[src/hdl/bgst_pkg.sv]
// Shared constants and types of the bandgap monitor and comparator self-test
package bgst_pkg;

    // ------------------------------------------------------------------
    // Rail counts and timing
    // ------------------------------------------------------------------
    localparam int BUCK_N         = 7;      // Buck outputs under watch
    localparam int LIN_N          = 4;      // Linear outputs under watch
    localparam int CLK_MHZ        = 100;    // Clock rate in MHz
    localparam int SETTLE_US      = 10;     // Settle time per test step
    localparam int BLANK_MAX_US   = 200;    // Longest monitor blanking
    localparam int SETTLE_CYC     = SETTLE_US * CLK_MHZ;
    localparam int BLANK_MAX_CYC  = BLANK_MAX_US * CLK_MHZ;

    // ------------------------------------------------------------------
    // Register offsets
    // ------------------------------------------------------------------
    localparam logic [7:0] OFS_CTRL   = 8'h00;  // Run request
    localparam logic [7:0] OFS_UNLOCK = 8'h01;  // Secure write key
    localparam logic [7:0] OFS_STATUS = 8'h02;  // Live and sticky status
    localparam logic [7:0] OFS_MASK   = 8'h03;  // Interrupt mask
    localparam logic [7:0] OFS_BOV    = 8'h04;  // Buck overvolt results
    localparam logic [7:0] OFS_LOV    = 8'h05;  // Linear overvolt results
    localparam logic [7:0] OFS_BUV    = 8'h06;  // Buck undervolt results
    localparam logic [7:0] OFS_LUV    = 8'h07;  // Linear undervolt results

    // ------------------------------------------------------------------
    // Field positions and values
    // ------------------------------------------------------------------
    localparam int CTRL_RUN_BIT   = 0;
    localparam int STAT_SENSE_BIT = 0;
    localparam int STAT_IRQ_BIT   = 1;
    localparam int MASK_BG_BIT    = 0;
    localparam logic [7:0] UNLOCK_KEY = 8'hA5;  // Arms one secure write
    localparam logic [7:0] RESET_BYTE = 8'h00;

    // ------------------------------------------------------------------
    // Types
    // ------------------------------------------------------------------
    typedef struct packed {
        logic [7:0] addr;   // Register offset
        logic [7:0] wdata;  // Write data
        logic       wr;     // Write strobe
        logic       rd;     // Read strobe
    } bgst_bus_type;

    typedef enum logic [2:0] {
        ST_IDLE, ST_OV_HI, ST_OV_LO, ST_UV_HI, ST_UV_LO, ST_FINISH
    } bgst_state_type;

endpackage

[src/hdl/bgst_timer.sv]
// One-shot step timer for the comparator self-test
`timescale 1ns/1ps
`default_nettype none
module bgst_timer
    import bgst_pkg::*;
(
    input  wire logic        mclk,
    input  wire logic        rst_n,
    input  wire logic        load,      // Restart the count
    input  wire logic [15:0] load_val,  // Cycles until done
    output logic             done       // One-cycle pulse at expiry
);
    // ------------------------------------------------------------------
    // State
    // ------------------------------------------------------------------
    typedef struct packed {
        logic [15:0] cnt;   // Cycles left
        logic        run;   // Counting
        logic        done;  // Expiry pulse
    } bgst_tmr_type;

    bgst_tmr_type s_q;
    bgst_tmr_type s_d;

    // Next state: load beats a running count
    always_comb begin
        s_d      = s_q;
        s_d.done = 1'b0;
        if (load) begin
            s_d.cnt = load_val;
            s_d.run = 1'b1;
        end else if (s_q.run) begin
            if (s_q.cnt <= 16'h0001) begin
                s_d.run  = 1'b0;
                s_d.done = 1'b1;
            end else begin
                s_d.cnt = s_q.cnt - 16'h0001;
            end
        end
    end

    // Register
    always_ff @(posedge mclk or negedge rst_n) begin
        if (!rst_n) begin
            s_q <= '0;
        end else begin
            s_q <= s_d;
        end
    end

    assign done = s_q.done;
endmodule
`default_nettype wire

[src/hdl/bgst_toggle_chk.sv]
// Records whether each comparator of a rail group toggled both ways
`timescale 1ns/1ps
`default_nettype none
module bgst_toggle_chk #(
    parameter int W = 4
) (
    input  wire logic         mclk,
    input  wire logic         rst_n,
    input  wire logic         clear,      // Start of a new test
    input  wire logic         sample_hi,  // Trip expected now
    input  wire logic         sample_lo,  // Release expected now
    input  wire logic [W-1:0] trip,       // Comparator outputs
    output logic      [W-1:0] fail        // Rail did not toggle
);
    // ------------------------------------------------------------------
    // State
    // ------------------------------------------------------------------
    typedef struct packed {
        logic [W-1:0] hi;  // Seen tripped
        logic [W-1:0] lo;  // Seen released
    } bgst_chk_type;

    bgst_chk_type s_q;
    bgst_chk_type s_d;

    // Per-rail capture
    always_comb begin
        s_d = s_q;
        if (clear) begin
            s_d = '0;
        end
        if (sample_hi) begin
            s_d.hi = trip;
        end
        if (sample_lo) begin
            s_d.lo = ~trip;
        end
    end

    // Register
    always_ff @(posedge mclk or negedge rst_n) begin
        if (!rst_n) begin
            s_q <= '0;
        end else begin
            s_q <= s_d;
        end
    end

    // A stuck comparator misses one of the two levels
    assign fail = ~(s_q.hi & s_q.lo);
endmodule
`default_nettype wire

[src/hdl/bgst_core.sv]
// Bandgap monitor, comparator self-test sequencer and register file
//
// How it works
// - Bandgap mismatch blocks switching regulator power-up
// - Bandgap fault at power-up fails test, refuses
// - System-on drift without bypass shuts power stages
// - System-on drift with bypass only interrupts and inhibits switchers
// - Bandgap fault flag set unless masked
// - Sense bit follows live bandgap comparison
// - Test exercises every overvoltage comparator
// - Test exercises every undervoltage comparator
// - Non-toggling comparator sets its rail bit
// - Every test overwrites all result registers
// - Result clear needs secure write when enabled
// - Power-up continues after test; results readable
// - Writing run request starts full test
// - Run request self-clears when test completes
// - Monitor blanking lasts at most 200 us
// - On-demand failures set per-rail flags
`timescale 1ns/1ps
`default_nettype none
module bgst_core
    import bgst_pkg::*;
#(
    parameter logic [15:0] BLANK_LIMIT_CYC = 16'(BLANK_MAX_CYC)
) (
    input  wire logic              mclk,
    input  wire logic              rst_n,
    input  wire logic [7:0]        bus_addr,
    input  wire logic [7:0]        bus_wdata,
    input  wire logic              bus_wr,
    input  wire logic              bus_rd,
    output logic      [7:0]        bus_rdata,
    input  wire logic              bandgap_mismatch,
    input  wire logic              bandgap_check_bypass_cfg,
    input  wire logic              secure_write_enable,
    input  wire logic              system_on,
    input  wire logic              powerup_request,
    input  wire logic [BUCK_N-1:0] buck_ov_trip,
    input  wire logic [LIN_N-1:0]  linear_ov_trip,
    input  wire logic [BUCK_N-1:0] buck_uv_trip,
    input  wire logic [LIN_N-1:0]  linear_uv_trip,
    output logic                   force_ov,
    output logic                   force_uv,
    output logic                   monitor_blank,
    output logic                   switcher_inhibit,
    output logic                   power_stage_shutdown,
    output logic                   powerup_proceed,
    output logic                   powerup_fail,
    output logic                   bandgap_fault_irq
);
    // ------------------------------------------------------------------
    // State
    // ------------------------------------------------------------------
    typedef struct packed {
        bgst_state_type    st;        // Sequencer state
        logic              pu_mode;   // Test launched by power-up
        logic              run;       // Run request bit
        logic              armed;     // Secure write pending
        logic              irq_flag;  // Sticky bandgap fault
        logic              mask;      // Bandgap interrupt mask
        logic              bg_seen;   // Fault seen during test
        logic              pu_fail;   // Power-up refused
        logic              proceed;   // Power-up go pulse
        logic              shutdown;  // Power stages off
        logic              inhibit;   // Switchers held off
        logic              f_ov;      // Overvolt force
        logic              f_uv;      // Undervolt force
        logic              blank;     // Monitoring blanked
        logic [15:0]       bcnt;      // Blanking length
        logic [BUCK_N-1:0] bov;       // Buck overvolt fails
        logic [LIN_N-1:0]  lov;       // Linear overvolt fails
        logic [BUCK_N-1:0] buv;       // Buck undervolt fails
        logic [LIN_N-1:0]  luv;       // Linear undervolt fails
        logic [7:0]        rdata;     // Read data
        logic              irq_out;   // Gated interrupt
    } bgst_core_type;

    bgst_core_type s_q;
    bgst_core_type s_d;
    bgst_bus_type  bus;

    logic              tmr_load;   // Step timer restart
    logic              tmr_done;   // Step elapsed
    logic              chk_clear;  // New test begins
    logic              ov_hi;      // Sample tripped, overvolt
    logic              ov_lo;      // Sample released, overvolt
    logic              uv_hi;      // Sample tripped, undervolt
    logic              uv_lo;      // Sample released, undervolt
    logic              abort;      // Blanking limit reached
    logic              sec_ok;     // Protected write allowed
    logic              start;      // Launch a test
    logic              run_wr;     // Accepted run request
    logic [BUCK_N-1:0] bov_fail;
    logic [LIN_N-1:0]  lov_fail;
    logic [BUCK_N-1:0] buv_fail;
    logic [LIN_N-1:0]  luv_fail;

    assign bus = '{addr: bus_addr, wdata: bus_wdata, wr: bus_wr, rd: bus_rd};

    // ------------------------------------------------------------------
    // Helpers
    // ------------------------------------------------------------------
    bgst_timer u_tmr (
        .mclk     (mclk),
        .rst_n    (rst_n),
        .load     (tmr_load),
        .load_val (16'(SETTLE_CYC)),
        .done     (tmr_done)
    );

    bgst_toggle_chk #(.W(BUCK_N)) u_bov (
        .mclk (mclk), .rst_n (rst_n), .clear (chk_clear),
        .sample_hi (ov_hi), .sample_lo (ov_lo),
        .trip (buck_ov_trip), .fail (bov_fail)
    );
    bgst_toggle_chk #(.W(LIN_N)) u_lov (
        .mclk (mclk), .rst_n (rst_n), .clear (chk_clear),
        .sample_hi (ov_hi), .sample_lo (ov_lo),
        .trip (linear_ov_trip), .fail (lov_fail)
    );
    bgst_toggle_chk #(.W(BUCK_N)) u_buv (
        .mclk (mclk), .rst_n (rst_n), .clear (chk_clear),
        .sample_hi (uv_hi), .sample_lo (uv_lo),
        .trip (buck_uv_trip), .fail (buv_fail)
    );
    bgst_toggle_chk #(.W(LIN_N)) u_luv (
        .mclk (mclk), .rst_n (rst_n), .clear (chk_clear),
        .sample_hi (uv_hi), .sample_lo (uv_lo),
        .trip (linear_uv_trip), .fail (luv_fail)
    );

    // ------------------------------------------------------------------
    // Next state
    // ------------------------------------------------------------------
    always_comb begin
        s_d       = s_q;
        s_d.proceed = 1'b0;
        tmr_load  = 1'b0;
        chk_clear = 1'b0;
        ov_hi     = 1'b0;
        ov_lo     = 1'b0;
        uv_hi     = 1'b0;
        uv_lo     = 1'b0;
        // Key holder may make exactly one protected write
        sec_ok    = !secure_write_enable || s_q.armed;
        // Busy sequencer drops new requests
        run_wr    = bus.wr && bus.addr == OFS_CTRL && bus.wdata[CTRL_RUN_BIT]
                    && sec_ok && s_q.st == ST_IDLE;
        start     = run_wr || (powerup_request && s_q.st == ST_IDLE);
        abort     = s_q.blank && s_q.bcnt >= BLANK_LIMIT_CYC - 16'h0001;

        // Secure key handling: any other write spends the key
        if (bus.wr) begin
            s_d.armed = bus.addr == OFS_UNLOCK && bus.wdata == UNLOCK_KEY;
        end

        // Register writes
        if (bus.wr && bus.addr == OFS_MASK) begin
            s_d.mask = bus.wdata[MASK_BG_BIT];
        end
        if (bus.wr && bus.addr == OFS_STATUS && bus.wdata[STAT_IRQ_BIT]) begin
            s_d.irq_flag = 1'b0;
        end
        if (bus.wr && sec_ok) begin
            // Write one to clear a result bit
            case (bus.addr)
                OFS_BOV: s_d.bov = s_q.bov & ~bus.wdata[BUCK_N-1:0];
                OFS_LOV: s_d.lov = s_q.lov & ~bus.wdata[LIN_N-1:0];
                OFS_BUV: s_d.buv = s_q.buv & ~bus.wdata[BUCK_N-1:0];
                OFS_LUV: s_d.luv = s_q.luv & ~bus.wdata[LIN_N-1:0];
                default: ;
            endcase
        end

        // Bandgap monitor: a new event beats a clear in the same cycle
        if (bandgap_mismatch && !s_q.mask) begin
            s_d.irq_flag = 1'b1;
        end
        s_d.irq_out = s_d.irq_flag;
        s_d.inhibit = bandgap_mismatch || s_d.pu_fail;
        if (!system_on) begin
            s_d.shutdown = 1'b0;
        end else if (bandgap_mismatch && !bandgap_check_bypass_cfg) begin
            s_d.shutdown = 1'b1;
        end
        if (s_q.st != ST_IDLE && bandgap_mismatch) begin
            s_d.bg_seen = 1'b1;
        end

        // Blanking length guard
        if (s_q.blank) begin
            s_d.bcnt = s_q.bcnt + 16'h0001;
        end

        // Sequencer
        case (s_q.st)
            ST_IDLE: begin
                if (start) begin
                    chk_clear   = 1'b1;
                    tmr_load    = 1'b1;
                    s_d.run     = run_wr;
                    s_d.pu_mode = !run_wr;
                    s_d.bg_seen = bandgap_mismatch;
                    s_d.f_ov    = 1'b1;
                    // Only on-demand tests blank a live system
                    s_d.blank   = run_wr;
                    s_d.bcnt    = 16'h0000;
                    s_d.st      = ST_OV_HI;
                    if (!run_wr) begin
                        s_d.pu_fail = 1'b0;
                    end
                end
            end
            ST_OV_HI: begin
                if (tmr_done) begin
                    ov_hi    = 1'b1;
                    tmr_load = 1'b1;
                    s_d.f_ov = 1'b0;
                    s_d.st   = ST_OV_LO;
                end
            end
            ST_OV_LO: begin
                if (tmr_done) begin
                    ov_lo    = 1'b1;
                    tmr_load = 1'b1;
                    s_d.f_uv = 1'b1;
                    s_d.st   = ST_UV_HI;
                end
            end
            ST_UV_HI: begin
                if (tmr_done) begin
                    uv_hi    = 1'b1;
                    tmr_load = 1'b1;
                    s_d.f_uv = 1'b0;
                    s_d.st   = ST_UV_LO;
                end
            end
            ST_UV_LO: begin
                if (tmr_done) begin
                    uv_lo  = 1'b1;
                    s_d.st = ST_FINISH;
                end
            end
            ST_FINISH: begin
                // Fresh outcome overrides any clear this cycle
                s_d.bov   = bov_fail;
                s_d.lov   = lov_fail;
                s_d.buv   = buv_fail;
                s_d.luv   = luv_fail;
                s_d.run   = 1'b0;
                s_d.blank = 1'b0;
                s_d.st    = ST_IDLE;
                if (s_q.pu_mode) begin
                    if (s_q.bg_seen || bandgap_mismatch) begin
                        s_d.pu_fail = 1'b1;
                    end else begin
                        s_d.proceed = 1'b1;
                    end
                end
            end
            default: begin
                s_d.st = ST_IDLE;
            end
        endcase

        // Stop early rather than overrun the blanking window
        if (abort && s_q.st != ST_FINISH) begin
            s_d.f_ov  = 1'b0;
            s_d.f_uv  = 1'b0;
            s_d.blank = 1'b0;
            s_d.st   = ST_FINISH;
        end

        // Read data, valid only the cycle after the strobe
        s_d.rdata = RESET_BYTE;
        if (bus.rd) begin
            case (bus.addr)
                OFS_CTRL:   s_d.rdata = {7'h00, s_q.run};
                OFS_UNLOCK: s_d.rdata = {7'h00, s_q.armed};
                OFS_STATUS: s_d.rdata = {3'h0, s_q.shutdown, s_q.pu_fail,
                                         s_q.st != ST_IDLE, s_q.irq_flag,
                                         bandgap_mismatch};
                OFS_MASK:   s_d.rdata = {7'h00, s_q.mask};
                OFS_BOV:    s_d.rdata = {1'b0, s_q.bov};
                OFS_LOV:    s_d.rdata = {4'h0, s_q.lov};
                OFS_BUV:    s_d.rdata = {1'b0, s_q.buv};
                OFS_LUV:    s_d.rdata = {4'h0, s_q.luv};
                default:    s_d.rdata = RESET_BYTE;
            endcase
        end
    end

    // ------------------------------------------------------------------
    // Register
    // ------------------------------------------------------------------
    always_ff @(posedge mclk or negedge rst_n) begin
        if (!rst_n) begin
            s_q    <= '0;
            s_q.st <= ST_IDLE;
        end else begin
            s_q <= s_d;
        end
    end

    assign bus_rdata            = s_q.rdata;
    assign force_ov             = s_q.f_ov;
    assign force_uv             = s_q.f_uv;
    assign monitor_blank        = s_q.blank;
    assign switcher_inhibit     = s_q.inhibit;
    assign power_stage_shutdown = s_q.shutdown;
    assign powerup_proceed      = s_q.proceed;
    assign powerup_fail         = s_q.pu_fail;
    assign bandgap_fault_irq    = s_q.irq_out;
endmodule
`default_nettype wire

[config.mk]
export PLATFORM = sky130hd
export DESIGN_NAME = bgst_core
export DESIGN_NICKNAME = d
export VERILOG_FILES = /design/src/hdl/bgst_pkg.sv /design/src/hdl/bgst_timer.sv /design/src/hdl/bgst_toggle_chk.sv /design/src/hdl/bgst_core.sv
export SDC_FILE = /design/constraint.sdc
export NUM_CORES = 1
export LEC_CHECK = 0
export BUFFER_PORTS_ARGS = -buffer_cell sky130_fd_sc_hd__buf_2
export CORE_ASPECT_RATIO = 1.5
export CORE_MARGIN = 2
export CORE_UTILIZATION = 30
export CTS_CLUSTER_SIZE = 10
export DETAILED_ROUTE_END_ITERATION = 10
export PLACE_DENSITY = 0.51
export SYNTH_ARGS = -nofsm -noshare
export SYNTH_HDL_FRONTEND = slang
export SYNTH_SLANG_ARGS = --single-unit
[constraint.sdc]
create_clock -name mclk -period 2.8 [get_ports mclk]
set_input_delay 0.28 -clock mclk [delete_from_list [all_inputs] [get_ports mclk]]
set_output_delay 0.28 -clock mclk [all_outputs]
set_load 0.01 [all_outputs]
Yosys cells after proc, flatten, opt, wreduce, memory -nomap -nowiden --
Index checks and enable logic that the tools add are counted.
Storage, ports and cells: bits of input ports 47, logic and storage cells 194, latch bits 0, output and inout bits 16, memory bits (read-only) 0, memory bits (writable) 0, register bits after elaboration 124, memories 0
Operators by class: multiply operators 0, eq/ne operators 25, reduce and logical (&&, ||, !) cells 54, shift-type cells 0, muxes and demuxes 62, divide/modulo/power cells 0, bitwise logic cells 18, $lt $le $gt $ge 2, add/subtract/negate cells 2
Operators with widths (number):
- case mux 7 bit (8 select lines) | 1
- 2-to-1 mux 7 bit | 7
- 2-to-1 mux 16 bit | 3
- 2-to-1 mux 22 bit | 2
- NOT 7 bit | 5
- 2-to-1 mux 17 bit | 2
- == test 8 x 3 -> 1 bit (second input constant) | 4
- bitwise AND 7 bit | 4
- 2-to-1 mux 4 bit | 6
- nonzero test 2 bit | 12
- 2-to-1 mux 1 bit | 21
- NOT 4 bit | 5
- 2-to-1 mux 18 bit | 1
- 2-to-1 mux 3 bit | 6
- adder 16 x 1 -> 16 bit (second input constant) | 1
- bitwise AND 4 bit | 4
- == test 8 x 2 -> 1 bit (second input constant) | 2
- >= comparator 16 x 15 -> 1 bit (second input constant) | 1
- <= comparator 16 x 1 -> 1 bit (second input constant) | 1
- AND reduction 2 bit | 8
- subtractor 16 x 1 -> 16 bit (second input constant) | 1
- logical AND 1 bit | 15
- inequality test 3 x 2 -> 1 bit (second input constant) | 5
- case mux 3 bit (5 select lines) | 1
- other kinds (21) | 45

Longest topological paths before layout --
Gate-level depths: netlist of the first run.
depth in word-level cells 10, depth in mapped cells 7, depth with buffers taken out 7

By module --
A second synthesis of the first run with hierarchy kept.
Second synthesis, totals: cell total of the unflattened synthesis 607, area total of the unflattened synthesis 6211.0 µm²
By module, submodules not included:
- bgst_core | instances 1, area each 3166.8 µm², seq. area each 1526.5 µm², cells each 302
- bgst_toggle_chk at u_bov ... | instances 2, area each 623.1 µm², seq. area each 350.3 µm², cells each 59
- bgst_timer | instances 1, area each 1107.3 µm², seq. area each 450.4 µm², cells each 121
- bgst_toggle_chk at u_lov ... | instances 2, area each 345.3 µm², seq. area each 200.2 µm², cells each 33

Worst setup path after synthesis of the first run --
OpenSTA, ideal clock, no wires.
path kind register to register, start point register u_tmr.s_q[8] (netlist name), end point register u_tmr.s_q[17] (netlist name), library setup time 0.141 ns, data arrival time 1.886 ns, data required time 2.659 ns, buffers on the path 0, setup slack 0.773 ns, stages on the path, launching flop included 7, clock period less this slack 2.027 ns, cells stage by stage dfrtp_1 -> or4_4 -> nand2b_4 -> or3_4 -> nor4_4 -> mux2i_1 -> nor2_1
Between the ends: word-level cells in the longest chain between the ends 4, elaborated cells between the ends (all ways) 7, those cells by class 1 x add/sub; 1 x order compare; 1 x eq/ne; 3 x mux; 1 x reduce/logical
RTL lines:
- start, declared | RTL line bgst_timer.sv:22 | bgst_tmr_type s_q;
- start signal, assigned | RTL line bgst_timer.sv:45 | s_q <= '0;
- start signal, assigned | RTL line bgst_timer.sv:47 | s_q <= s_d;
- subtractor 16 x 1 -> 16 bit | RTL line bgst_timer.sv:37 | s_d.cnt = s_q.cnt - 16'h0001;
- 2-to-1 mux 16 bit | RTL line bgst_timer.sv:33 | if (s_q.cnt <= 16'h0001) begin
- 2-to-1 mux 18 bit | RTL line bgst_timer.sv:32 | end else if (s_q.run) begin
- 2-to-1 mux 17 bit | RTL line bgst_timer.sv:29 | if (load) begin
Several ways; a longest one is shown, not always the timed one. The select of a mux whose other input is x is not followed. A chain may end at the register's enable or synchronous reset.

Final worst setup path of the first run --
start point register u_tmr.s_q[10] (netlist name), end point register u_tmr.s_q[9] (netlist name)
Between the ends: word-level cells in the longest chain between the ends 3
RTL lines (RTL line):
- <= comparator 16 x 1 -> 1 bit | bgst_timer.sv:33
- inequality test 2 bit (no source line)
- AND reduction 2 bit (no source line)
Every way passes these cells.

==> report_table.html, run 1 <==
<table>
<tr><th>Metric</th><th>Value</th></tr>
<tr><th colspan="2">Run status</th></tr>
<tr><td>Run status</td><td>finished, final reports clean</td></tr>
<tr><th colspan="2">Route</th></tr>
<tr><td>Drt pass-1 iters</td><td>7</td></tr>
<tr><td>Routed wl met3</td><td>618 um</td></tr>
<tr><td>Post-detailed-route wirelength per cell</td><td>16.0 um</td></tr>
<tr><td>Sum of met2 wire segment lengths after detailed routing</td><td>7.90 mm</td></tr>
<tr><td>Top Layer Used</td><td>met4</td></tr>
<tr><td>Met1 layer wirelength in the final routing</td><td>5.78 mm</td></tr>
<tr><td>Count of vias placed by the detailed router</td><td>4638</td></tr>
<tr><td>1st-iter DRT viols</td><td>247</td></tr>
<tr><td>Total detailed-routing wirelength</td><td>14.6 mm</td></tr>
<tr><td>Post-detailed-route count of antenna-violating nets</td><td>0</td></tr>
<tr><td>Vias per cell</td><td>5.07</td></tr>
<tr><td>Number of DRC violations after detailed routing</td><td>0</td></tr>
<tr><th colspan="2">Place</th></tr>
<tr><td>Last weighted congestion value of the routability-driven placer</td><td>0.936</td></tr>
<tr><td>Number of buffers inserted by port buffering</td><td>61</td></tr>
<tr><td>Dpl hpwl</td><td>10.5 mm</td></tr>
<tr><td>Pre-CTS setup slack</td><td>0.457 ns</td></tr>
<tr><th colspan="2">Critical path</th></tr>
<tr><td>Critical Path Start Type</td><td>register</td></tr>
<tr><td>Crit end category</td><td>register</td></tr>
<tr><td>Flop-to-flop setup slack</td><td>0.64 ns</td></tr>
<tr><td>Critical path class</td><td>register to register</td></tr>
<tr><td>Reg2reg end</td><td>u_tmr.s_q[9]</td></tr>
<tr><td>Arr. time, crit path</td><td>2.44 ns</td></tr>
<tr><td>Max FO, Critical Path</td><td>7</td></tr>
<tr><td>Critical R2R Launch</td><td>u_tmr.s_q[10]</td></tr>
<tr><td>Data required time of the critical path</td><td>3.08 ns</td></tr>
<tr><td>Length in cells of the worst reg-to-reg path</td><td>6</td></tr>
<tr><th colspan="2">STA</th></tr>
<tr><td>Worst Tran Pin Value</td><td>0.685 ns</td></tr>
<tr><td>Final hold vios</td><td>0</td></tr>
<tr><td>Setup clock skew after layout</td><td>0.00700 ns</td></tr>
<tr><td>Setup total negative slack</td><td>0 ns</td></tr>
<tr><td>Fin crit period</td><td>2.16 ns</td></tr>
<tr><td>Worst Hold Margin</td><td>0.0813 ns</td></tr>
<tr><td>Highest Clock Rate</td><td>463 MHz</td></tr>
<tr><td>Portion of the clock cycle consumed by the worst path in the final layout</td><td>77.2%</td></tr>
<tr><td>Smallest setup slack after layout</td><td>0.639 ns</td></tr>
<tr><td>Final setup viols</td><td>0</td></tr>
<tr><td>Max-slew headroom at the worst pin</td><td>54.3%</td></tr>
<tr><td>Count of final max-slew check failures</td><td>0</td></tr>
<tr><td>Unrepaired setup endpoints after global routing</td><td>no</td></tr>
<tr><th colspan="2">Clock network</th></tr>
<tr><td>Total number of H-tree levels</td><td>4</td></tr>
<tr><td>CTS Root Cell</td><td>sky130_fd_sc_hd__clkbuf_16</td></tr>
<tr><td>Worst-skew pair later-pin latency</td><td>0.41 ns</td></tr>
<tr><td>Resize count post-CTS</td><td>0</td></tr>
<tr><td>Clock transition at the registers of the reported paths</td><td>0.06 ns</td></tr>
<tr><td>CTS tree</td><td>done</td></tr>
<tr><td>Number of clock buffers inserted by TritonCTS</td><td>17</td></tr>
<tr><td>Num Clock Sinks</td><td>123</td></tr>
<tr><td>Clock Path Buffers</td><td>2</td></tr>
<tr><td>Post-CTS Repair Setup Buffers</td><td>0</td></tr>
<tr><td>Post-CTS Hold Buffers</td><td>1</td></tr>
<tr><th colspan="2">Global route</th></tr>
<tr><td>Number of antenna violations at the first check in global routing</td><td>0</td></tr>
<tr><td>Maximum number of pins on one net before global-route repair</td><td>60</td></tr>
<tr><td>Vias in the first global route</td><td>4723</td></tr>
<tr><td>First-pass GRT wire length</td><td>23.9 mm</td></tr>
<tr><td>Overall overflow remaining after global route</td><td>0</td></tr>
<tr><td>Aggregate global-route resource usage</td><td>15.2%</td></tr>
<tr><th colspan="2">Synth</th></tr>
<tr><td>Sequential element share of the synthesized area</td><td>54.1%</td></tr>
<tr><td>Predominant post-synthesis flop cell</td><td>sky130_fd_sc_hd__dfrtp_1</td></tr>
<tr><td>Cell area after synthesis</td><td>0.00569 mm^2</td></tr>
<tr><td>Syn Nets</td><td>637</td></tr>
<tr><td>Yosys reg bits</td><td>123</td></tr>
<tr><td>Yosys top cell by area</td><td>sky130_fd_sc_hd__dfrtp_1</td></tr>
<tr><td>Count of mapped cells out of synthesis</td><td>587</td></tr>
<tr><td>Top post-synthesis cells by area</td><td>sky130_fd_sc_hd__dfrtp_1 (54%), sky130_fd_sc_hd__nand2_1 (6.3%), sky130_fd_sc_hd__o21ai_0 (4.9%)</td></tr>
<tr><td>Mean Syn Cell Area</td><td>9.70 um^2</td></tr>
<tr><td>Distinct cells, synth</td><td>58</td></tr>
<tr><td>Fraction of registers with async set/reset</td><td>100%</td></tr>
<tr><td>Count of warnings emitted by yosys</td><td>0</td></tr>
<tr><td>Fraction of synthesized cell area taken by the top area cell type</td><td>54.1%</td></tr>
<tr><td>Post-synth EDFFs</td><td>0</td></tr>
<tr><th colspan="2">Power</th></tr>
<tr><td>Post-route total power</td><td>4.37 mW</td></tr>
<tr><td>Leakage power figure</td><td>3.25 nW</td></tr>
<tr><td>Power per unit of standard cell area</td><td>630 mW/mm^2</td></tr>
<tr><td>Maximum ir drop on the vdd rail</td><td>377 uV</td></tr>
<tr><th colspan="2">Hold path</th></tr>
<tr><td>Worst hold path cell count</td><td>2</td></tr>
<tr><td>Hold Path End</td><td>u_lov.s_q[3]</td></tr>
<tr><td>Worst hold start</td><td>linear_ov_trip[3]</td></tr>
<tr><td>Worst hold-check path type</td><td>primary input to register</td></tr>
<tr><th colspan="2">Finish</th></tr>
<tr><td>Total of fill cells in the finished design</td><td>1847</td></tr>
<tr><td>Share of cells above drive strength 1</td><td>18.3%</td></tr>
<tr><td>Layout net count</td><td>699</td></tr>
<tr><td>Area Overhead vs Synth</td><td>21.8%</td></tr>
<tr><td>Ant. Diodes</td><td>0</td></tr>
<tr><th colspan="2">Floorplan</th></tr>
<tr><td>DIE AREA</td><td>0.0201 mm^2</td></tr>
<tr><td>Die boundary width</td><td>116 um</td></tr>
<tr><td>Height of the chip</td><td>173 um</td></tr>
<tr><td>Core Box Area</td><td>0.0185 mm^2</td></tr>
<tr><td>Initial standard-cell utilization of the core</td><td>30.7%</td></tr>
<tr><td># IOs</td><td>63</td></tr>
<tr><td>Number of rows in the core area</td><td>61</td></tr>
<tr><th colspan="2">Flow run</th></tr>
<tr><td>Max_cap viols</td><td>0</td></tr>
</table>
-- synth_stat cells, types with 7 or more instances --
library cell / number
sky130_fd_sc_hd__a22oi_1: 7
sky130_fd_sc_hd__inv_1: 7
sky130_fd_sc_hd__nand3_1: 14
sky130_fd_sc_hd__o22ai_1: 23
sky130_fd_sc_hd__xor2_1: 12
sky130_fd_sc_hd__buf_4: 8
sky130_fd_sc_hd__nand4_1: 9
sky130_fd_sc_hd__clkbuf_1: 18
sky130_fd_sc_hd__o21ai_0: 56
sky130_fd_sc_hd__a21o_1: 25
sky130_fd_sc_hd__nor2_1: 43
sky130_fd_sc_hd__dfrtp_1: 123
sky130_fd_sc_hd__xnor2_1: 8
sky130_fd_sc_hd__or3_1: 8
sky130_fd_sc_hd__nand2_1: 95
sky130_fd_sc_hd__a21oi_1: 39
sky130_fd_sc_hd__nor3_1: 10
-- layout make-up --
type | instances | area (um^2) | share of cell area, %
tap | 252 | 315 | 4.55
sequential | 123 | 3080 | 44.4
inverter | 7 | 26.3 | 0.379
clock buffer | 19 | 453 | 6.54
timing repair buffer | 76 | 435 | 6.28
multi-input combinational | 424 | 2430 | 35.1
clock inverter | 13 | 191 | 2.76
-- state kept, by name, summed over array words and instances, names as in the netlist --
name                  count
u_tmr.done                1
u_luv.s_q                 8
power_stage_shutdown      1
s_q                      46
powerup_proceed           1
u_lov.s_q                 8
force_ov                  1
bandgap_fault_irq         1
monitor_blank             1
u_bov.s_q                14
powerup_fail              1
u_buv.s_q                14
force_uv                  1
u_tmr.s_q                17
switcher_inhibit          1
bus_rdata                 7
-- report_power, final --
group | leakage [nW] | internal [mW] | total [mW] | switching (mW)
sequential | 1.48 | 1.83 | 1.86 | 0.0327
combinational | 1.46 | 0.0639 | 0.168 | 0.104
clock | 0.306 | 1.54 | 2.34 | 0.801
total | 3.25 | 3.43 | 4.37 | 0.937
-- stage by stage --
step,util (%),area (um^2),instances
3_5_place_dp,33.8,6280,881
4_1_cts,37.4,6930,914
6_report,37.4,6930,914
2_1_floorplan,-,5690,587
3_3_place_gp,33.8,6280,881
5_1_grt,37.4,6930,914
-- logic make-up (layout without fill, tap and decap cells) --
kind of cell / count (synthesis) / count (layout) / share of synthesized area (%)
other cells: 1 / 1 / 0.0659
buf+inv: 40 / 115 / 3.30
compound gates: 173 / 173 / 18.6
simple gates: 220 / 220 / 18.9
xor+xnor: 20 / 20 / 3.08
fa+ha+maj: 3 / 3 / 0.660
flops: 123 / 123 / 54.1
mux: 7 / 7 / 1.30
-- worst max-delay path by stage --
stage,from,cells after the start,to
floorplan,u_tmr.s_q[8],6,u_tmr.s_q[17]
global placement,bus_addr[0],8,force_ov
detailed placement,bus_addr[0],7,u_lov.s_q[6]
CTS,u_tmr.s_q[8],6,u_tmr.s_q[9]
global route,u_tmr.s_q[8],6,u_tmr.s_q[9]
finish,u_tmr.s_q[10],6,u_tmr.s_q[9]
-- placed cells by master, fill, tap and decap left out, types with 9 or more instances in the layout --
master / n
sky130_fd_sc_hd__buf_4: 14
sky130_fd_sc_hd__buf_2: 60
sky130_fd_sc_hd__nor2_1: 43
sky130_fd_sc_hd__nor3_1: 10
sky130_fd_sc_hd__a21o_1: 25
sky130_fd_sc_hd__nand3_1: 14
sky130_fd_sc_hd__o22ai_1: 23
sky130_fd_sc_hd__o21ai_0: 56
sky130_fd_sc_hd__a21oi_1: 39
sky130_fd_sc_hd__nand4_1: 9
sky130_fd_sc_hd__xor2_1: 12
sky130_fd_sc_hd__nand2_1: 95
sky130_fd_sc_hd__dfrtp_1: 123
sky130_fd_sc_hd__clkbuf_16: 17
-- layer usage --
metal  global-route usage [%]  up-vias
met4                     6.20        0
met2                     26.8      138
met5                        0        -
met1                     17.8     2270
li1                         -     2214
met3                     2.80       16
-- critical path: stages, from the launching register on --
cell                        delay (ns)
sky130_fd_sc_hd__dfrtp_1          0.40
sky130_fd_sc_hd__or4_4            0.57
sky130_fd_sc_hd__nand4bb_1        0.28
sky130_fd_sc_hd__o21bai_1         0.46
sky130_fd_sc_hd__nor3_1           0.11
sky130_fd_sc_hd__xnor2_1          0.15
sky130_fd_sc_hd__nand2_1          0.06
Power figures use the tool's default switching activity.
==> run 2: changes to the inputs <==
==> constraint.sdc (replaced) <==
create_clock -name mclk -period 2.1 [get_ports mclk]
set_input_delay 0.21 -clock mclk [delete_from_list [all_inputs] [get_ports mclk]]
set_output_delay 0.21 -clock mclk [all_outputs]
set_load 0.01 [all_outputs]
==> run 2 against run 1 <==
Against the previous run: worst setup slack lost 0.57 ns; clock power grew 34%; die area did not move; sequential cell count unchanged; non-clock buffer count rose by 28; clock skew barely moved; first-iteration DRC count rose by 39%; register-to-register slack worse by 0.57 ns; count of clock-buffer cells in the layout stayed put; critical path depth fell by 1; maximum frequency grew 6.2%; largest cell class unchanged; highest routed layer unchanged.
==> report_table.html, run 2 (synthesis results as in run 1) <==
<table>
<tr><th>Metric</th><th>Value</th></tr>
<tr><th colspan="2">Clock network</th></tr>
<tr><td>Num Clock Sinks</td><td>123</td></tr>
<tr><td>Clock transition at the registers of the reported paths</td><td>0.06 ns</td></tr>
<tr><td>Clock Path Buffers</td><td>2</td></tr>
<tr><td>Total number of H-tree levels</td><td>4</td></tr>
<tr><td>CTS Root Cell</td><td>sky130_fd_sc_hd__clkbuf_16</td></tr>
<tr><td>Worst-skew pair later-pin latency</td><td>0.42 ns</td></tr>
<tr><td>CTS tree</td><td>done</td></tr>
<tr><td>Post-CTS Repair Setup Buffers</td><td>0</td></tr>
<tr><td>Number of clock buffers inserted by TritonCTS</td><td>17</td></tr>
<tr><th colspan="2">STA</th></tr>
<tr><td>Portion of the clock cycle consumed by the worst path in the final layout</td><td>96.9%</td></tr>
<tr><td>Fin crit period</td><td>2.03 ns</td></tr>
<tr><td>Worst Hold Margin</td><td>0.0129 ns</td></tr>
<tr><td>Setup clock skew after layout</td><td>0.00734 ns</td></tr>
<tr><td>Max-slew headroom at the worst pin</td><td>53.4%</td></tr>
<tr><td>Smallest setup slack after layout</td><td>0.0660 ns</td></tr>
<tr><td>Unrepaired setup endpoints after global routing</td><td>yes</td></tr>
<tr><td>Worst Tran Pin Value</td><td>0.699 ns</td></tr>
<tr><td>Final hold vios</td><td>0</td></tr>
<tr><td>Final setup viols</td><td>0</td></tr>
<tr><td>Count of final max-slew check failures</td><td>0</td></tr>
<tr><td>Highest Clock Rate</td><td>492 MHz</td></tr>
<tr><th colspan="2">Finish</th></tr>
<tr><td>Commonest non-fill, non-tap cell in the layout</td><td>sky130_fd_sc_hd__dfrtp_1</td></tr>
<tr><td>Most flops, register</td><td>s_q</td></tr>
<tr><td>Most used cells in the layout excluding fill and tap cells</td><td>sky130_fd_sc_hd__dfrtp_1 (123), sky130_fd_sc_hd__nand2_1 (95), sky130_fd_sc_hd__buf_2 (60), sky130_fd_sc_hd__o21ai_0 (56), sky130_fd_sc_hd__nor2_1 (43)</td></tr>
<tr><td>Layout net count</td><td>727</td></tr>
<tr><td>Flip-flop count of the largest register after layout</td><td>46</td></tr>
<tr><td>Ant. Diodes</td><td>0</td></tr>
<tr><td>Total of fill cells in the finished design</td><td>1862</td></tr>
<tr><td>Final cell utilization of the core</td><td>38.7%</td></tr>
<tr><td>Top Registers</td><td>s_q: 46 flops, u_tmr.s_q: 17 flops</td></tr>
<tr><td>Share of cells above drive strength 1</td><td>20.3%</td></tr>
<tr><td>Area Overhead vs Synth</td><td>26.2%</td></tr>
<tr><th colspan="2">Place</th></tr>
<tr><td>Last weighted congestion value of the routability-driven placer</td><td>0.939</td></tr>
<tr><td>Pre-CTS setup slack</td><td>-0.00265 ns</td></tr>
<tr><td>Number of buffers inserted by port buffering</td><td>61</td></tr>
<tr><td>Dpl hpwl</td><td>10.3 mm</td></tr>
<tr><th colspan="2">Critical path</th></tr>
<tr><td>Crit path from</td><td>u_tmr.s_q[8]</td></tr>
<tr><td>Highest cell delay on the worst timing path</td><td>0.56 ns</td></tr>
<tr><td>Crit end category</td><td>register</td></tr>
<tr><td>Arr. time, crit path</td><td>2.38 ns</td></tr>
<tr><td>Critical R2R Launch</td><td>u_tmr.s_q[8]</td></tr>
<tr><td>Cell chain of the critical path</td><td>or4_4 -&gt; nand2b_4 -&gt; or3_4 -&gt; or3_1 -&gt; a21oi_2</td></tr>
<tr><td>Data required time of the critical path</td><td>2.44 ns</td></tr>
<tr><td>Slowest cell on the critical path</td><td>sky130_fd_sc_hd__or4_4</td></tr>
<tr><td>Flop-to-flop setup slack</td><td>0.07 ns</td></tr>
<tr><td>Length in cells of the worst reg-to-reg path</td><td>5</td></tr>
<tr><td>Max FO, Critical Path</td><td>5</td></tr>
<tr><td>Reg2reg end</td><td>u_tmr.s_q[15]</td></tr>
<tr><td>Critical Path Start Type</td><td>register</td></tr>
<tr><td>Critical path capture point</td><td>u_tmr.s_q[15]</td></tr>
<tr><td>Critical path class</td><td>register to register</td></tr>
<tr><th colspan="2">Floorplan</th></tr>
<tr><td># IOs</td><td>63</td></tr>
<tr><td>Core Box Area</td><td>0.0185 mm^2</td></tr>
<tr><td>Die boundary width</td><td>116 um</td></tr>
<tr><td>DIE AREA</td><td>0.0201 mm^2</td></tr>
<tr><td>Height of the chip</td><td>173 um</td></tr>
<tr><td>Number of rows in the core area</td><td>61</td></tr>
<tr><td>Initial standard-cell utilization of the core</td><td>30.7%</td></tr>
<tr><th colspan="2">Global route</th></tr>
<tr><td>First-pass GRT wire length</td><td>23.8 mm</td></tr>
<tr><td>Maximum number of pins on one net before global-route repair</td><td>124</td></tr>
<tr><td>Overall overflow remaining after global route</td><td>0</td></tr>
<tr><td>Vias in the first global route</td><td>4666</td></tr>
<tr><td>Number of antenna violations at the first check in global routing</td><td>0</td></tr>
<tr><td>Aggregate global-route resource usage</td><td>15.2%</td></tr>
<tr><th colspan="2">Route</th></tr>
<tr><td>Vias per cell</td><td>4.96</td></tr>
<tr><td>Drt pass-1 iters</td><td>5</td></tr>
<tr><td>Count of vias placed by the detailed router</td><td>4675</td></tr>
<tr><td>Post-detailed-route count of antenna-violating nets</td><td>0</td></tr>
<tr><td>Number of DRC violations after detailed routing</td><td>0</td></tr>
<tr><td>Post-detailed-route wirelength per cell</td><td>15.5 um</td></tr>
<tr><td>Total detailed-routing wirelength</td><td>14.6 mm</td></tr>
<tr><td>1st-iter DRT viols</td><td>344</td></tr>
<tr><th colspan="2">Hold path</th></tr>
<tr><td>Worst hold-check path type</td><td>primary input to register</td></tr>
<tr><th colspan="2">Run status</th></tr>
<tr><td>Run status</td><td>finished, final reports clean</td></tr>
<tr><th colspan="2">Power</th></tr>
<tr><td>Power per unit of standard cell area</td><td>813 mW/mm^2</td></tr>
<tr><td>Maximum ir drop on the vdd rail</td><td>532 uV</td></tr>
<tr><td>Leakage power figure</td><td>3.37 nW</td></tr>
<tr><th colspan="2">Flow run</th></tr>
<tr><td>Max_cap viols</td><td>0</td></tr>
</table>
==> run 2: cell count changes in the layout (fill, tap and decap cells not counted), sizes merged <==
cell	change
buf	+18
clkinv	-2
clkinvlp	+2
dlygate4sd3	+10
==> run 2: layout make-up <==
cell class,instances,area [um^2],share of cell area [%]
Clock buffer,19,443,6.16
Sequential cell,123,3080,42.8
Timing Repair Buffer,104,683,9.51
Multi-Input combinational cell,424,2450,34.1
Clock inverter,13,193,2.68
Inverter,7,26.3,0.366
Tap cell,252,315,4.39
==> run 2: worst min-delay path by stage <==
stage	endpoint	cells after the start	start	slack, ns
final	u_luv.s_q[0]	2	linear_uv_trip[0]	0.01
after global routing	u_bov.s_q[3]	2	buck_ov_trip[3]	0.004
after CTS	u_luv.s_q[0]	2	linear_uv_trip[0]	0.0004
after detailed placement	u_bov.s_q[1]	2	rst_n	0.37
after global placement	u_bov.s_q[8]	2	rst_n	0.36
after floorplan	bandgap_fault_irq	0	rst_n	-0.09
==> run 2: power by group <==
group          switching [mW]  leakage [nW]  internal, mW
sequential             0.0423          1.48          2.43
clock                    1.10         0.292          2.02
combinational           0.141          1.60        0.0979
total                    1.29          3.37          4.56
==> run 2: metal layers <==
layer	up-vias	part of all wire [%]	wire (um)	track usage, %
met5	-	0	0	0
met4	0	3.1	446	7.34
met3	26	3.5	504	2.66
met2	107	52	7580	26.2
met1	2271	42	6060	17.8
li1	2271	-	-	-
==> run 2: metrics by stage <==
step	instances	power, mW	cell area [um^2]	TNS, ns
after detailed placement	899	2.74	6420	-0.00265
final	942	5.84	7190	0
after global placement	899	2.74	6420	0
after floorplan	587	2.59	5690	0
after global routing	942	6.04	7190	-0.0958
after CTS	942	5.90	7170	0
==> run 2: worst max-delay path: cells and delay by family, from the launching register on <==
family	cells	cell delay (ns)
simple gates	4	1.48
flops	1	0.37
compound gates	1	0.12
==> run 2: repair_timing <==
item / CTS / global route
endpoints found under the setup margin: 1 / 7
gates resized for setup: 1 / 3
pin swaps: 0 / 4
endpoints found under the hold margin: 133 / 0
hold buffers: 11 / 0
